**src/core/tcs_defs.svh**
```systemverilog
// Register offsets, status field positions, mode encodings and reset values
`ifndef TCS_DEFS_SVH
`define TCS_DEFS_SVH

// Register byte offsets
`define TCS_OFF_CMD      8'h04
`define TCS_OFF_STATUS   8'h08

// Command bit positions
`define TCS_CMD_START    0
`define TCS_CMD_STOP     1

// Status bit positions (channel fields give the lowest bit)
`define TCS_ST_RUNNING   0
`define TCS_ST_DIR       1
`define TCS_ST_TOP_BUFFER_VALID     2
`define TCS_ST_BUFV_LO   8
`define TCS_ST_CAPV_LO   16
`define TCS_ST_POL_LO    24

// Channel mode field encodings
`define TCS_MODE_OFF     2'h0
`define TCS_MODE_CAPTURE 2'h1
`define TCS_MODE_COMPARE 2'h2
`define TCS_MODE_PWM     2'h3

// Run state encodings
`define TCS_RUN_IDLE     1'h0
`define TCS_RUN_ACTIVE   1'h1

// Sizes and reset values
`define TCS_NUM_CH       3
`define TCS_CAP_DEPTH    2
`define TCS_WORD_ZERO    32'h0000_0000

`endif

```
**src/core/tcs_pkg.sv**
```systemverilog
// Types shared by the timer command and status logic
`default_nettype none
`include "tcs_defs.svh"

package tcs_pkg;

    // Channel mode field
    typedef enum logic [1:0] {
        TCS_MODE_OFF_E     = `TCS_MODE_OFF,
        TCS_MODE_CAPTURE_E = `TCS_MODE_CAPTURE,
        TCS_MODE_COMPARE_E = `TCS_MODE_COMPARE,
        TCS_MODE_PWM_E     = `TCS_MODE_PWM
    } tcs_mode_t;

    // Counter run state
    typedef enum logic {
        TCS_RUN_IDLE_E   = `TCS_RUN_IDLE,
        TCS_RUN_ACTIVE_E = `TCS_RUN_ACTIVE
    } tcs_run_t;

endpackage

`default_nettype wire

```
**src/core/tcs_chan.sv**
```systemverilog
// Per-channel polarity, capture valid and buffer valid status
`timescale 1ns/10ps
`default_nettype none
`include "tcs_defs.svh"

module tcs_chan
    import tcs_pkg::*;
#(
    parameter int CAP_DEPTH = `TCS_CAP_DEPTH
) (
    input  wire logic       clock,
    input  wire logic       sys_rst,
    input  wire logic       mode_wr,
    input  wire logic [1:0] mode_wdata,
    input  wire logic       capture_push,
    input  wire logic       capture_edge_fall,
    input  wire logic       capture_pop,
    input  wire logic       input_level,
    input  wire logic       buffer_wr,
    input  wire logic       update_evt,
    output var  logic       polarity,
    output var  logic       capture_valid,
    output var  logic       buffer_valid,
    output var  logic       buffer_move
);

    localparam int OCC_W = $clog2(CAP_DEPTH + 1);
    localparam logic [OCC_W-1:0] OCC_FULL = OCC_W'(CAP_DEPTH);
    localparam logic [OCC_W-1:0] OCC_ONE  = OCC_W'(1);

    tcs_mode_t        mode_q;
    logic [OCC_W-1:0] occ_q;
    logic [OCC_W-1:0] occ_d;
    logic             mode_off_wr;
    logic             is_capture;
    logic             is_compare;
    logic             push_ok;

    // Mode decode
    assign mode_off_wr = mode_wr && (mode_wdata == `TCS_MODE_OFF);
    assign is_capture  = (mode_q == TCS_MODE_CAPTURE_E);
    assign is_compare  = (mode_q == TCS_MODE_COMPARE_E) || (mode_q == TCS_MODE_PWM_E);
    assign push_ok     = capture_push && is_capture;

    // Shadow of the channel mode field
    always_ff @(posedge clock) begin
        if (sys_rst) begin
            mode_q <= TCS_MODE_OFF_E;
        end else if (mode_wr) begin
            mode_q <= tcs_mode_t'(mode_wdata);
        end
    end

    // Capture FIFO fill level; a push when full holds the level at full
    always_comb begin
        occ_d = occ_q;
        if (push_ok && !(capture_pop && occ_q != '0)) begin
            if (occ_q != OCC_FULL) begin
                occ_d = occ_q + OCC_ONE;
            end
        end else if (!push_ok && capture_pop && occ_q != '0) begin
            occ_d = occ_q - OCC_ONE;
        end
        if (mode_off_wr) begin
            occ_d = push_ok ? OCC_ONE : '0;
        end
    end

    // Fill level and its registered not-empty flag
    always_ff @(posedge clock) begin
        if (sys_rst) begin
            occ_q         <= '0;
            capture_valid <= 1'b0;
        end else begin
            occ_q         <= occ_d;
            capture_valid <= (occ_d != '0);
        end
    end

    // Polarity: capture edge, else selected input level, cleared on off
    always_ff @(posedge clock) begin
        if (sys_rst) begin
            polarity <= 1'b0;
        end else if (push_ok) begin
            polarity <= capture_edge_fall;    // see R3
        end else if (mode_off_wr) begin
            polarity <= 1'b0;
        end else if (is_compare) begin
            polarity <= input_level;          // see R3
        end
    end

    // Buffer valid: set by a buffer write in compare or PWM, cleared by update or off
    always_ff @(posedge clock) begin
        if (sys_rst) begin
            buffer_valid <= 1'b0;
        end else if (buffer_wr && is_compare) begin
            buffer_valid <= 1'b1;
        end else if (update_evt || mode_off_wr) begin
            buffer_valid <= 1'b0;             // see R8
        end
    end

    // Pulse telling the unit to move buffer into value register
    always_ff @(posedge clock) begin
        if (sys_rst) begin
            buffer_move <= 1'b0;
        end else begin
            buffer_move <= update_evt && buffer_valid && is_compare;
        end
    end

endmodule

`default_nettype wire

```
**src/core/tcs_run.sv**
```systemverilog
// Run state of the counter, driven by one-shot start and stop commands
`timescale 1ns/10ps
`default_nettype none

module tcs_run
    import tcs_pkg::*;
(
    input  wire logic clock,
    input  wire logic sys_rst,
    input  wire logic start_cmd,
    input  wire logic stop_cmd,
    input  wire logic core_halt,
    output var  logic running,
    output var  logic start_pulse,
    output var  logic stop_pulse
);

    tcs_run_t state_q;
    tcs_run_t state_d;

    // Next state: stop beats start, start beats a halt from the core
    always_comb begin
        state_d = state_q;
        case (state_q)
            TCS_RUN_IDLE_E: begin
                if (start_cmd && !stop_cmd) begin
                    state_d = TCS_RUN_ACTIVE_E;
                end
            end
            TCS_RUN_ACTIVE_E: begin
                if (stop_cmd || (core_halt && !start_cmd)) begin
                    state_d = TCS_RUN_IDLE_E;
                end
            end
            default: begin
                state_d = TCS_RUN_IDLE_E;
            end
        endcase
    end

    // State register; zero command bits leave it alone
    always_ff @(posedge clock) begin
        if (sys_rst) begin
            state_q <= TCS_RUN_IDLE_E;
        end else begin
            state_q <= state_d;
        end
    end

    // Registered run level for the status word
    always_ff @(posedge clock) begin
        if (sys_rst) begin
            running <= 1'b0;
        end else begin
            running <= (state_d == TCS_RUN_ACTIVE_E);
        end
    end

    // One-cycle command pulses to the counter core
    always_ff @(posedge clock) begin
        if (sys_rst) begin
            start_pulse <= 1'b0;
            stop_pulse  <= 1'b0;
        end else begin
            start_pulse <= start_cmd && !stop_cmd;
            stop_pulse  <= stop_cmd;
        end
    end

endmodule

`default_nettype wire

```
**src/core/tcs_top.sv**
```systemverilog
// Timer command and status registers with per-channel status flags
//
// Summary of operation
// Writing one to command bit 0 starts the timer; bit reads zero.
// Writing one to command bit 1 stops the timer; nothing stored.
// Bits 24-26: capture edge polarity, or selected input level in compare.
// Polarity reads 0 for low or rising, 1 for high or falling.
// Polarity bit clears when the channel mode is written to off; a capture push in the same cycle sets it to the capture edge instead.
// Bits 16-18: capture valid, set while the capture FIFO is not empty.
// Capture valid used in capture mode, cleared on mode write to off; a capture push in the same cycle leaves one entry and the flag set.
// Bits 8-10: buffer valid until the next update moves the buffer.
// Buffer valid used in compare or PWM, cleared on mode off write; a buffer write in the same cycle sets it instead.
// Bit 2: top buffer valid until the next update moves it.
// Top buffer valid also clears on a direct top register write.
// Status writes ignored; zero command bits leave run state unchanged.
//
// Added by the designer: the strobed register port.
`timescale 1ns/10ps
`default_nettype none
`include "tcs_defs.svh"

module tcs_top
    import tcs_pkg::*;
#(
    parameter int ADDR_W    = 8,
    parameter int CAP_DEPTH = `TCS_CAP_DEPTH
) (
    input  wire logic                         clock,
    input  wire logic                         sys_rst,
    input  wire logic [ADDR_W-1:0]            reg_addr,
    input  wire logic [31:0]                  reg_wdata,
    input  wire logic                         reg_wr,
    input  wire logic                         reg_rd,
    output var  logic [31:0]                  reg_rdata,
    input  wire logic [`TCS_NUM_CH-1:0]       chan_mode_wr,
    input  wire logic [2*`TCS_NUM_CH-1:0]     chan_mode_wdata,
    input  wire logic [`TCS_NUM_CH-1:0]       capture_push,
    input  wire logic [`TCS_NUM_CH-1:0]       capture_edge_fall,
    input  wire logic [`TCS_NUM_CH-1:0]       capture_pop,
    input  wire logic [`TCS_NUM_CH-1:0]       chan_input_level,
    input  wire logic [`TCS_NUM_CH-1:0]       chan_buffer_wr,
    input  wire logic                         update_evt,
    input  wire logic                         top_wr,
    input  wire logic                         top_buffer_wr,
    input  wire logic                         count_down,
    input  wire logic                         core_halt,
    output var  logic                         timer_running,
    output var  logic                         start_pulse,
    output var  logic                         stop_pulse,
    output var  logic                         count_dir_down,
    output var  logic                         top_buffer_valid,
    output var  logic                         top_buffer_move,
    output var  logic [`TCS_NUM_CH-1:0]       chan_polarity,
    output var  logic [`TCS_NUM_CH-1:0]       chan_capture_valid,
    output var  logic [`TCS_NUM_CH-1:0]       chan_buffer_valid,
    output var  logic [`TCS_NUM_CH-1:0]       chan_buffer_move
);

    localparam logic [ADDR_W-1:0] ADDR_CMD    = ADDR_W'(`TCS_OFF_CMD);
    localparam logic [ADDR_W-1:0] ADDR_STATUS = ADDR_W'(`TCS_OFF_STATUS);

    logic        cmd_hit;
    logic        start_cmd;
    logic        stop_cmd;
    logic        status_hit;
    logic [31:0] status_word;

    // Command decode: one-shot, never stored
    assign cmd_hit   = reg_wr && (reg_addr == ADDR_CMD);
    assign start_cmd = cmd_hit && reg_wdata[`TCS_CMD_START];
    assign stop_cmd  = cmd_hit && reg_wdata[`TCS_CMD_STOP];
    assign status_hit = reg_rd && (reg_addr == ADDR_STATUS);

    // Run state machine and command pulses
    tcs_run u_run (
        .clock       (clock),
        .sys_rst     (sys_rst),
        .start_cmd   (start_cmd),
        .stop_cmd    (stop_cmd),
        .core_halt   (core_halt),
        .running     (timer_running),
        .start_pulse (start_pulse),
        .stop_pulse  (stop_pulse)
    );

    // Per-channel status logic
    genvar ch;
    generate
        for (ch = 0; ch < `TCS_NUM_CH; ch++) begin : g_chan
            tcs_chan #(
                .CAP_DEPTH (CAP_DEPTH)
            ) u_chan (
                .clock             (clock),
                .sys_rst           (sys_rst),
                .mode_wr           (chan_mode_wr[ch]),
                .mode_wdata        (chan_mode_wdata[2*ch +: 2]),
                .capture_push      (capture_push[ch]),
                .capture_edge_fall (capture_edge_fall[ch]),
                .capture_pop       (capture_pop[ch]),
                .input_level       (chan_input_level[ch]),
                .buffer_wr         (chan_buffer_wr[ch]),
                .update_evt        (update_evt),
                .polarity          (chan_polarity[ch]),
                .capture_valid     (chan_capture_valid[ch]),
                .buffer_valid      (chan_buffer_valid[ch]),
                .buffer_move       (chan_buffer_move[ch])
            );
        end
    endgenerate

    // Top buffer valid: a new write wins over update or direct top write
    always_ff @(posedge clock) begin
        if (sys_rst) begin
            top_buffer_valid <= 1'b0;
        end else if (top_buffer_wr) begin
            top_buffer_valid <= 1'b1;
        end else if (update_evt || top_wr) begin
            top_buffer_valid <= 1'b0;             // see R10
        end
    end

    // Pulse telling the unit to move top buffer into top value
    always_ff @(posedge clock) begin
        if (sys_rst) begin
            top_buffer_move <= 1'b0;
        end else begin
            top_buffer_move <= update_evt && top_buffer_valid && !top_wr;
        end
    end

    // Count direction as reported by the counter core
    always_ff @(posedge clock) begin
        if (sys_rst) begin
            count_dir_down <= 1'b0;
        end else begin
            count_dir_down <= count_down;
        end
    end

    // Status word assembly; reserved bits read zero
    always_comb begin
        status_word = `TCS_WORD_ZERO;
        status_word[`TCS_ST_RUNNING] = timer_running;
        status_word[`TCS_ST_DIR]     = count_dir_down;
        status_word[`TCS_ST_TOP_BUFFER_VALID]   = top_buffer_valid;
        status_word[`TCS_ST_BUFV_LO +: `TCS_NUM_CH] = chan_buffer_valid;
        status_word[`TCS_ST_CAPV_LO +: `TCS_NUM_CH] = chan_capture_valid;
        status_word[`TCS_ST_POL_LO +: `TCS_NUM_CH]  = chan_polarity;
    end

    // Read data for one cycle only; command and unmapped read zero
    always_ff @(posedge clock) begin
        if (sys_rst) begin
            reg_rdata <= `TCS_WORD_ZERO;
        end else if (status_hit) begin
            reg_rdata <= status_word;
        end else begin
            reg_rdata <= `TCS_WORD_ZERO;
        end
    end

    // Writes to the status offset or unmapped offsets have no effect

endmodule

`default_nettype wire
```
**config.mk**
```make
export PLATFORM = sky130hd
export DESIGN_NAME = tcs_top
export DESIGN_NICKNAME = d
export VERILOG_FILES = /design/src/core/tcs_pkg.sv /design/src/core/tcs_chan.sv /design/src/core/tcs_run.sv /design/src/core/tcs_top.sv
export VERILOG_INCLUDE_DIRS = /design/src /design/src/core
export SDC_FILE = /design/constraint.sdc
export NUM_CORES = 1
export LEC_CHECK = 0
export ABC_AREA = 0
export BUFFER_PORTS_ARGS = -buffer_cell sky130_fd_sc_hd__buf_2
export CAP_MARGIN = 20
export CORE_MARGIN = 2
export CORE_UTILIZATION = 40
export DETAILED_ROUTE_END_ITERATION = 16
export GPL_TIMING_DRIVEN = 0
export PLACE_DENSITY = 0.86
export SYNTH_ARGS = -nofsm -noshare
export SYNTH_HDL_FRONTEND = slang
export SYNTH_HIERARCHICAL = 1
export SYNTH_SLANG_ARGS = --single-unit
export TNS_END_PERCENT = 10
```
**constraint.sdc**
```tcl
create_clock -name clock -period 2.6 [get_ports clock]
set_input_delay 0.39 -clock clock [delete_from_list [all_inputs] [get_ports clock]]
set_output_delay 0.39 -clock clock [all_outputs]
set_load 0.03 [all_outputs]
```
==> results of run 1 <==
-- routing by layer --
metal	track usage, %	vias to the layer above
met5	0	-
met4	2.182	0
met3	3.436	2
met2	28.30	64
met1	19.05	804
li1	-	912
-- state kept, by name (all words and copies together), names as in the netlist --
signal,count
g_chan.u_chan/buffer_move,3
u_run/stop_pulse,1
top_buffer_move,1
g_chan.u_chan/mode_q,6
u_run/running,1
count_dir_down,1
top_buffer_valid,1
g_chan.u_chan/polarity,3
reg_rdata,12
u_run/start_pulse,1
g_chan.u_chan/capture_valid,3
g_chan.u_chan/buffer_valid,3
g_chan.u_chan/occ_q,6
-- cell usage in the layout, fill, tap and decap left out, types with 5 or more instances in the layout --
| cell type | instances |
|---|---|
| a21oi_1 | 10 |
| and3b_1 | 6 |
| buf_2 | 74 |
| buf_4 | 21 |
| clkbuf_8 | 5 |
| conb_1 | 20 |
| dfxtp_1 | 42 |
| inv_1 | 19 |
| mux2i_1 | 9 |
| nor2_1 | 19 |
| nor3_1 | 8 |
| nor4_2 | 7 |
| o21ai_0 | 6 |
-- final cells by class --
class                   count  area share, %
multi-input cells         144          37.03
flip-flops and latches     42          30.68
repair buffers             72          13.15
plain buffers              28          7.900
well taps                  70          3.196
inverters                  22          3.014
clock buffers               5          2.511
clock inverters             3          2.511
-- worst paths after layout --
path                              from                              to  slack [ps]  depth (start not counted)
max          g_chan[2].u_chan/occ_q[0]  g_chan[2].u_chan/capture_valid         990                          6
min                             top_wr                 top_buffer_move         280                          2
max reg2reg  g_chan[2].u_chan/occ_q[0]  g_chan[2].u_chan/capture_valid         990                          6
min reg2reg             count_dir_down                    reg_rdata[1]         440                          2
-- logic make-up (layout without fill, tap and decap cells) --
family,Yosys count,count (layout),synth area share [%]
buf+inv,50,130,14.35
compound gates,29,29,9.610
fa+ha+maj,6,6,3.424
simple gates,80,80,27.75
mux,9,9,4.324
flops,42,42,40.36
other cells,1,20,0.1800
-- through the flow --
| stage | setup WS, ps | hold WS, ps | total power, W | utilization, % | area, um2 |
|---|---|---|---|---|---|
| 2_1_floorplan | 897.2 | 459.1 | 0.001235 | - | 2155 |
| 3_3_place_gp | 716.7 | 428.5 | 0.001346 | 51.28 | 2603 |
| 3_5_place_dp | 711.3 | 427.4 | 0.001375 | 51.28 | 2603 |
| 4_1_cts | 996.8 | 272.5 | 0.001984 | 53.99 | 2740 |
| 5_1_grt | 861.3 | 296.3 | 0.002104 | 53.99 | 2740 |
| 6_report | 985.5 | 282.8 | 0.001973 | 53.99 | 2740 |
-- report_power, final --
part	internal, W	switching, W	total, W
sequential	0.000708	0.0000407	0.000748
combinational	0.000259	0.000356	0.000615
clock	0.000385	0.000224	0.000609
==> impl_metrics.tcl, run 1 <==
set metrics [dict create \
    arrival_ps 1760 \
    async_reset_ff_share_pct 0 \
    topRoutingLayerUsed "met4" \
    crit_buf_inv 1 \
    syn_area_um2 2083 \
    run_status "complete, no violations" \
    critical_path_class "flip-flop to flip-flop" \
    grt_max_degree 31 \
    synth_top_cells_by_area "dfxtp_1 (40%), buf_4 (7.6%), mux2i_1 (4.3%), nor4_2 (4.2%), inv_1 (3.4%)" \
    hold_viol 0 \
    wl_met2_mm 2.128 \
    post_cts_buffers 0 \
    finalCritPeriodShare_pct 62.10 \
    multiInputGateArea_um2 1015 \
    setup-tns-final_ps 0 \
    routabilityCongestion 0.7775 \
    cp_top_family "adder cells" \
    io_pins 123 \
    h-tree-depth 2 \
    synth_common_cells "dfxtp_1 (42), buf_4 (21), inv_1 (19), nor2_1 (19), a21oi_1 (10)" \
    wl_met1_mm 1.974 \
    start_util_pct 41.05 \
    hpwlAfterDp_mm 3.462 \
    timing.fmax_mhz 619.4 \
    critPathMaxStageDelay_ps 370 \
    synth.avg_cell_area_um2 9.600 \
    ctsRootBufferMaster "clkbuf_8" \
    power_density_nw_per_um2 720.0 \
    vias 1782 \
    cts_buffers 5 \
    diodes 0 \
    drtIter0Drc 53 \
    ys.flop_type "dfxtp_1" \
    detail-route-antenna-nets 0 \
    yosys.area.top_type_share_pct 40.36 \
    wl_mm 4.401 \
    die-area_um2 5801 \
    clk_latency_ps 280 \
    synthCells 217 \
    ir_worst_vdd_mv 0.3550 \
    critPathSlowestCell "dfxtp_1" \
    power_leakage_nw 1.303 \
    cp-end-kind "flip-flop" \
    synth-edff-count 0 \
    synth.most_common_cell "dfxtp_1" \
    grt.overflow.total 0 \
    placed_cells 378 \
    finalNetCount 391 \
    drcViolationCount 0 \
    cts_hold_buf 0 \
    setup_violations 0 \
    drive_gt1_share_pct 43.04 \
    post_drt_wl_per_cell_um 11.40 \
    clockBufferDepth 2 \
    ys_ff_latch 42 \
    fill_cells 481 \
    grt_pass1_vias 1686 \
    vias_per_cell 4.617 \
    cts_sinks 42 \
    start_kind "flip-flop" \
    cts_tree "built" \
    clk_pin_slew_worst_paths_ps 80 \
    rsz0062_at_grt "no" \
    grt_pass1_wl_mm 7.521 \
    wl_met3_um 285 \
    min_period_ps 1615 \
    tightest_slew_ps 526.8 \
    register_area_um2 840.8 \
    syn_to_final_growth_pct 31.53 \
    antenna_found_initial 0 \
    cp.required_ps 2750 \
    cts_resized 0 \
    yosysSeqAreaShare_pct 40.36 \
    maxSlewHeadroom_pct 64.88 \
    first_pass_iters 4 \
    clock_skew_ps 6.006 \
    critPathMaxFanout 5 \
    fp.dieH_um 76.17 \
    core-area_um2 5075 \
    track_usage_pct 15.49 \
    yosysTopAreaCell "dfxtp_1" \
    slew_violations 0 \
    portBuffers 72 \
    finalNonFillerCells 386 \
    crit_chain "inv_2 > ha_1 > nand2b_1 > maj3_2 > o22ai_2 > o32ai_1" \
    yosysUniqueCellTypes 40 \
    ys_warn_count 6 \
    drv_cap 0 \
    die_w_um 76.17 \
    hold_class "input pin to flip-flop" \
    rows 26 \
]
No activity file was read; power rests on OpenSTA's default activity.
==> run 2: changes to the inputs <==
- clock period: 2.6 -> 1.5 ns (I/O delays scaled with it)
==> impl_metrics.tcl, run 2 (synthesis gave the netlist of run 1 again) <==
set metrics [dict create \
    run_status "complete, no violations" \
    diodes 0 \
    setup-tns-final_ps 0 \
    antenna_found_initial 0 \
    final_cell_mix "buf_2 (74), dfxtp_1 (34), buf_4 (22)" \
    vias_per_cell 4.605 \
    largest_reg_flops 12 \
    top_regs "reg_rdata: 12 flops, g_chan.u_chan/mode_q: 6 flops, g_chan.u_chan/occ_q: 6 flops" \
    drive_gt1_share_pct 52.05 \
    cts_tree "built" \
    finalInstanceArea_um2 2861 \
    cts_sinks 42 \
    fill_cells 456 \
    arrival_ps 1630 \
    grt_max_degree 31 \
    post_dp_cell_area_um2 2608 \
    hold_class "input pin to flip-flop" \
    rsz0062_at_grt "yes" \
    finalNetCount 392 \
    critPathMaxFanout 4 \
    hpwlAfterDp_mm 3.445 \
    ir_worst_vdd_mv 0.6890 \
    die-area_um2 5801 \
    fp.dieH_um 76.17 \
    post_drt_wl_per_cell_um 11.77 \
    ctsRootBufferMaster "clkbuf_8" \
    track_usage_pct 15.14 \
    grt_pass1_vias 1649 \
    power_frac_seq_pct 39.0 \
    start_kind "flip-flop" \
    clock_skew_ps 7.607 \
    p_sw_share_pct 34.14 \
    internal-power_w 0.002228 \
    maxSlewHeadroom_pct 58.31 \
    h-tree-depth 2 \
    routabilityCongestion 0.8279 \
    critical_path_class "flip-flop to flip-flop" \
    timing.fmax_mhz 680.4 \
    hold_viol 0 \
    cp.required_ps 1660 \
    cp-end-kind "flip-flop" \
    detail-route-antenna-nets 0 \
    power_frac_clock_pct 22.0 \
    core-area_um2 5075 \
    power_density_nw_per_um2 1182 \
    wl_mm 4.554 \
    portBuffers 72 \
    tightest_slew_ps 622.6 \
    slew_violations 0 \
    setup_violations 0 \
    cts_hold_buf 0 \
    start_util_pct 41.05 \
    min_period_ps 1470 \
    clk_pin_slew_worst_paths_ps 80 \
    clk_latency_ps 280 \
    drcViolationCount 0 \
    power_leakage_nw 1.342 \
    first_pass_iters 4 \
    grt_pass1_wl_mm 7.251 \
    rows 26 \
    drv_cap 0 \
    die_w_um 76.17 \
    finalCritPeriodShare_pct 97.98 \
    p_sw_w 0.001155 \
    regMostFlops "reg_rdata" \
    p_comb_share_pct 39.0 \
    clockBufferDepth 2 \
    cts_buffers 5 \
    final_common_cell "buf_2" \
    vias 1782 \
    drtIter0Drc 39 \
    utilization_pct 56.39 \
    io_pins 123 \
    grt.overflow.total 0 \
    syn_to_final_growth_pct 37.36 \
]
## run 2: per-layer routing
layer / routed length [um] / track usage (%)
met1: 1904 / 17.59
met2: 2357 / 28.04
met5: 0 / 0
met3: 278 / 3.791
met4: 14 / 3.273
## run 2: worst max-delay path, cell delays in order, from the launching register on
cell and delay (ps):
dfxtp_2 360, inv_2 60, ha_4 170, or3_4 380, o31ai_4 260, o32ai_2 110
## run 2: metrics by stage
| step | instances | hold WS, ps | power [W] | setup WS, ps |
|---|---|---|---|---|
| 2_1_floorplan | 236 | 294.1 | 0.002142 | 5.123 |
| 3_3_place_gp | 378 | 404.8 | 0.002331 | -176.0 |
| 3_5_place_dp | 378 | 411.5 | 0.002383 | -203.2 |
| 4_1_cts | 386 | 105.8 | 0.003187 | 0.02265 |
| 5_1_grt | 387 | 112.5 | 0.003593 | -26.74 |
| 6_report | 387 | 116.7 | 0.003382 | 30.33 |
## run 2: power groups by stage
stage	Combinational, W	Clock (W)	Sequential, W
after detailed placement	0.00106	0	0.00133
after global routing	0.00143	0.000825	0.00133
after CTS	0.00111	0.000770	0.00131
after global placement	0.00101	0	0.00132
after floorplan	0.000753	0	0.00139
final	0.00132	0.000743	0.00132
## run 2: worst paths after layout
path                                                start                        endpoint  slack [ps]  cells after the start
worst max-delay path            g_chan[2].u_chan/occ_q[0]  g_chan[2].u_chan/capture_valid          30                      5
worst min-delay path                               top_wr                 top_buffer_move         120                      2
worst max register to register  g_chan[2].u_chan/occ_q[0]  g_chan[2].u_chan/capture_valid          30                      5
worst min register to register             count_dir_down                    reg_rdata[1]         430                      2
## run 2: what timing repair did
action,4_1_cts,5_1_grt
setup buffers,0,1
pin swaps,0,8
resized for setup,10,26
setup endpoints to repair,9,9
## run 2: layout make-up
type | instances | area (um2) | share of cell area [%]
sequential | 42 | 853.3 | 29.82
clock buffer | 6 | 82.58 | 2.886
clock inverter | 2 | 12.51 | 0.4373
tap | 70 | 87.58 | 3.061
multi-input combinational | 144 | 1159 | 40.49
inverter | 22 | 82.58 | 2.886
buffer | 28 | 216.5 | 7.565
timing repair buffer | 73 | 367.9 | 12.86
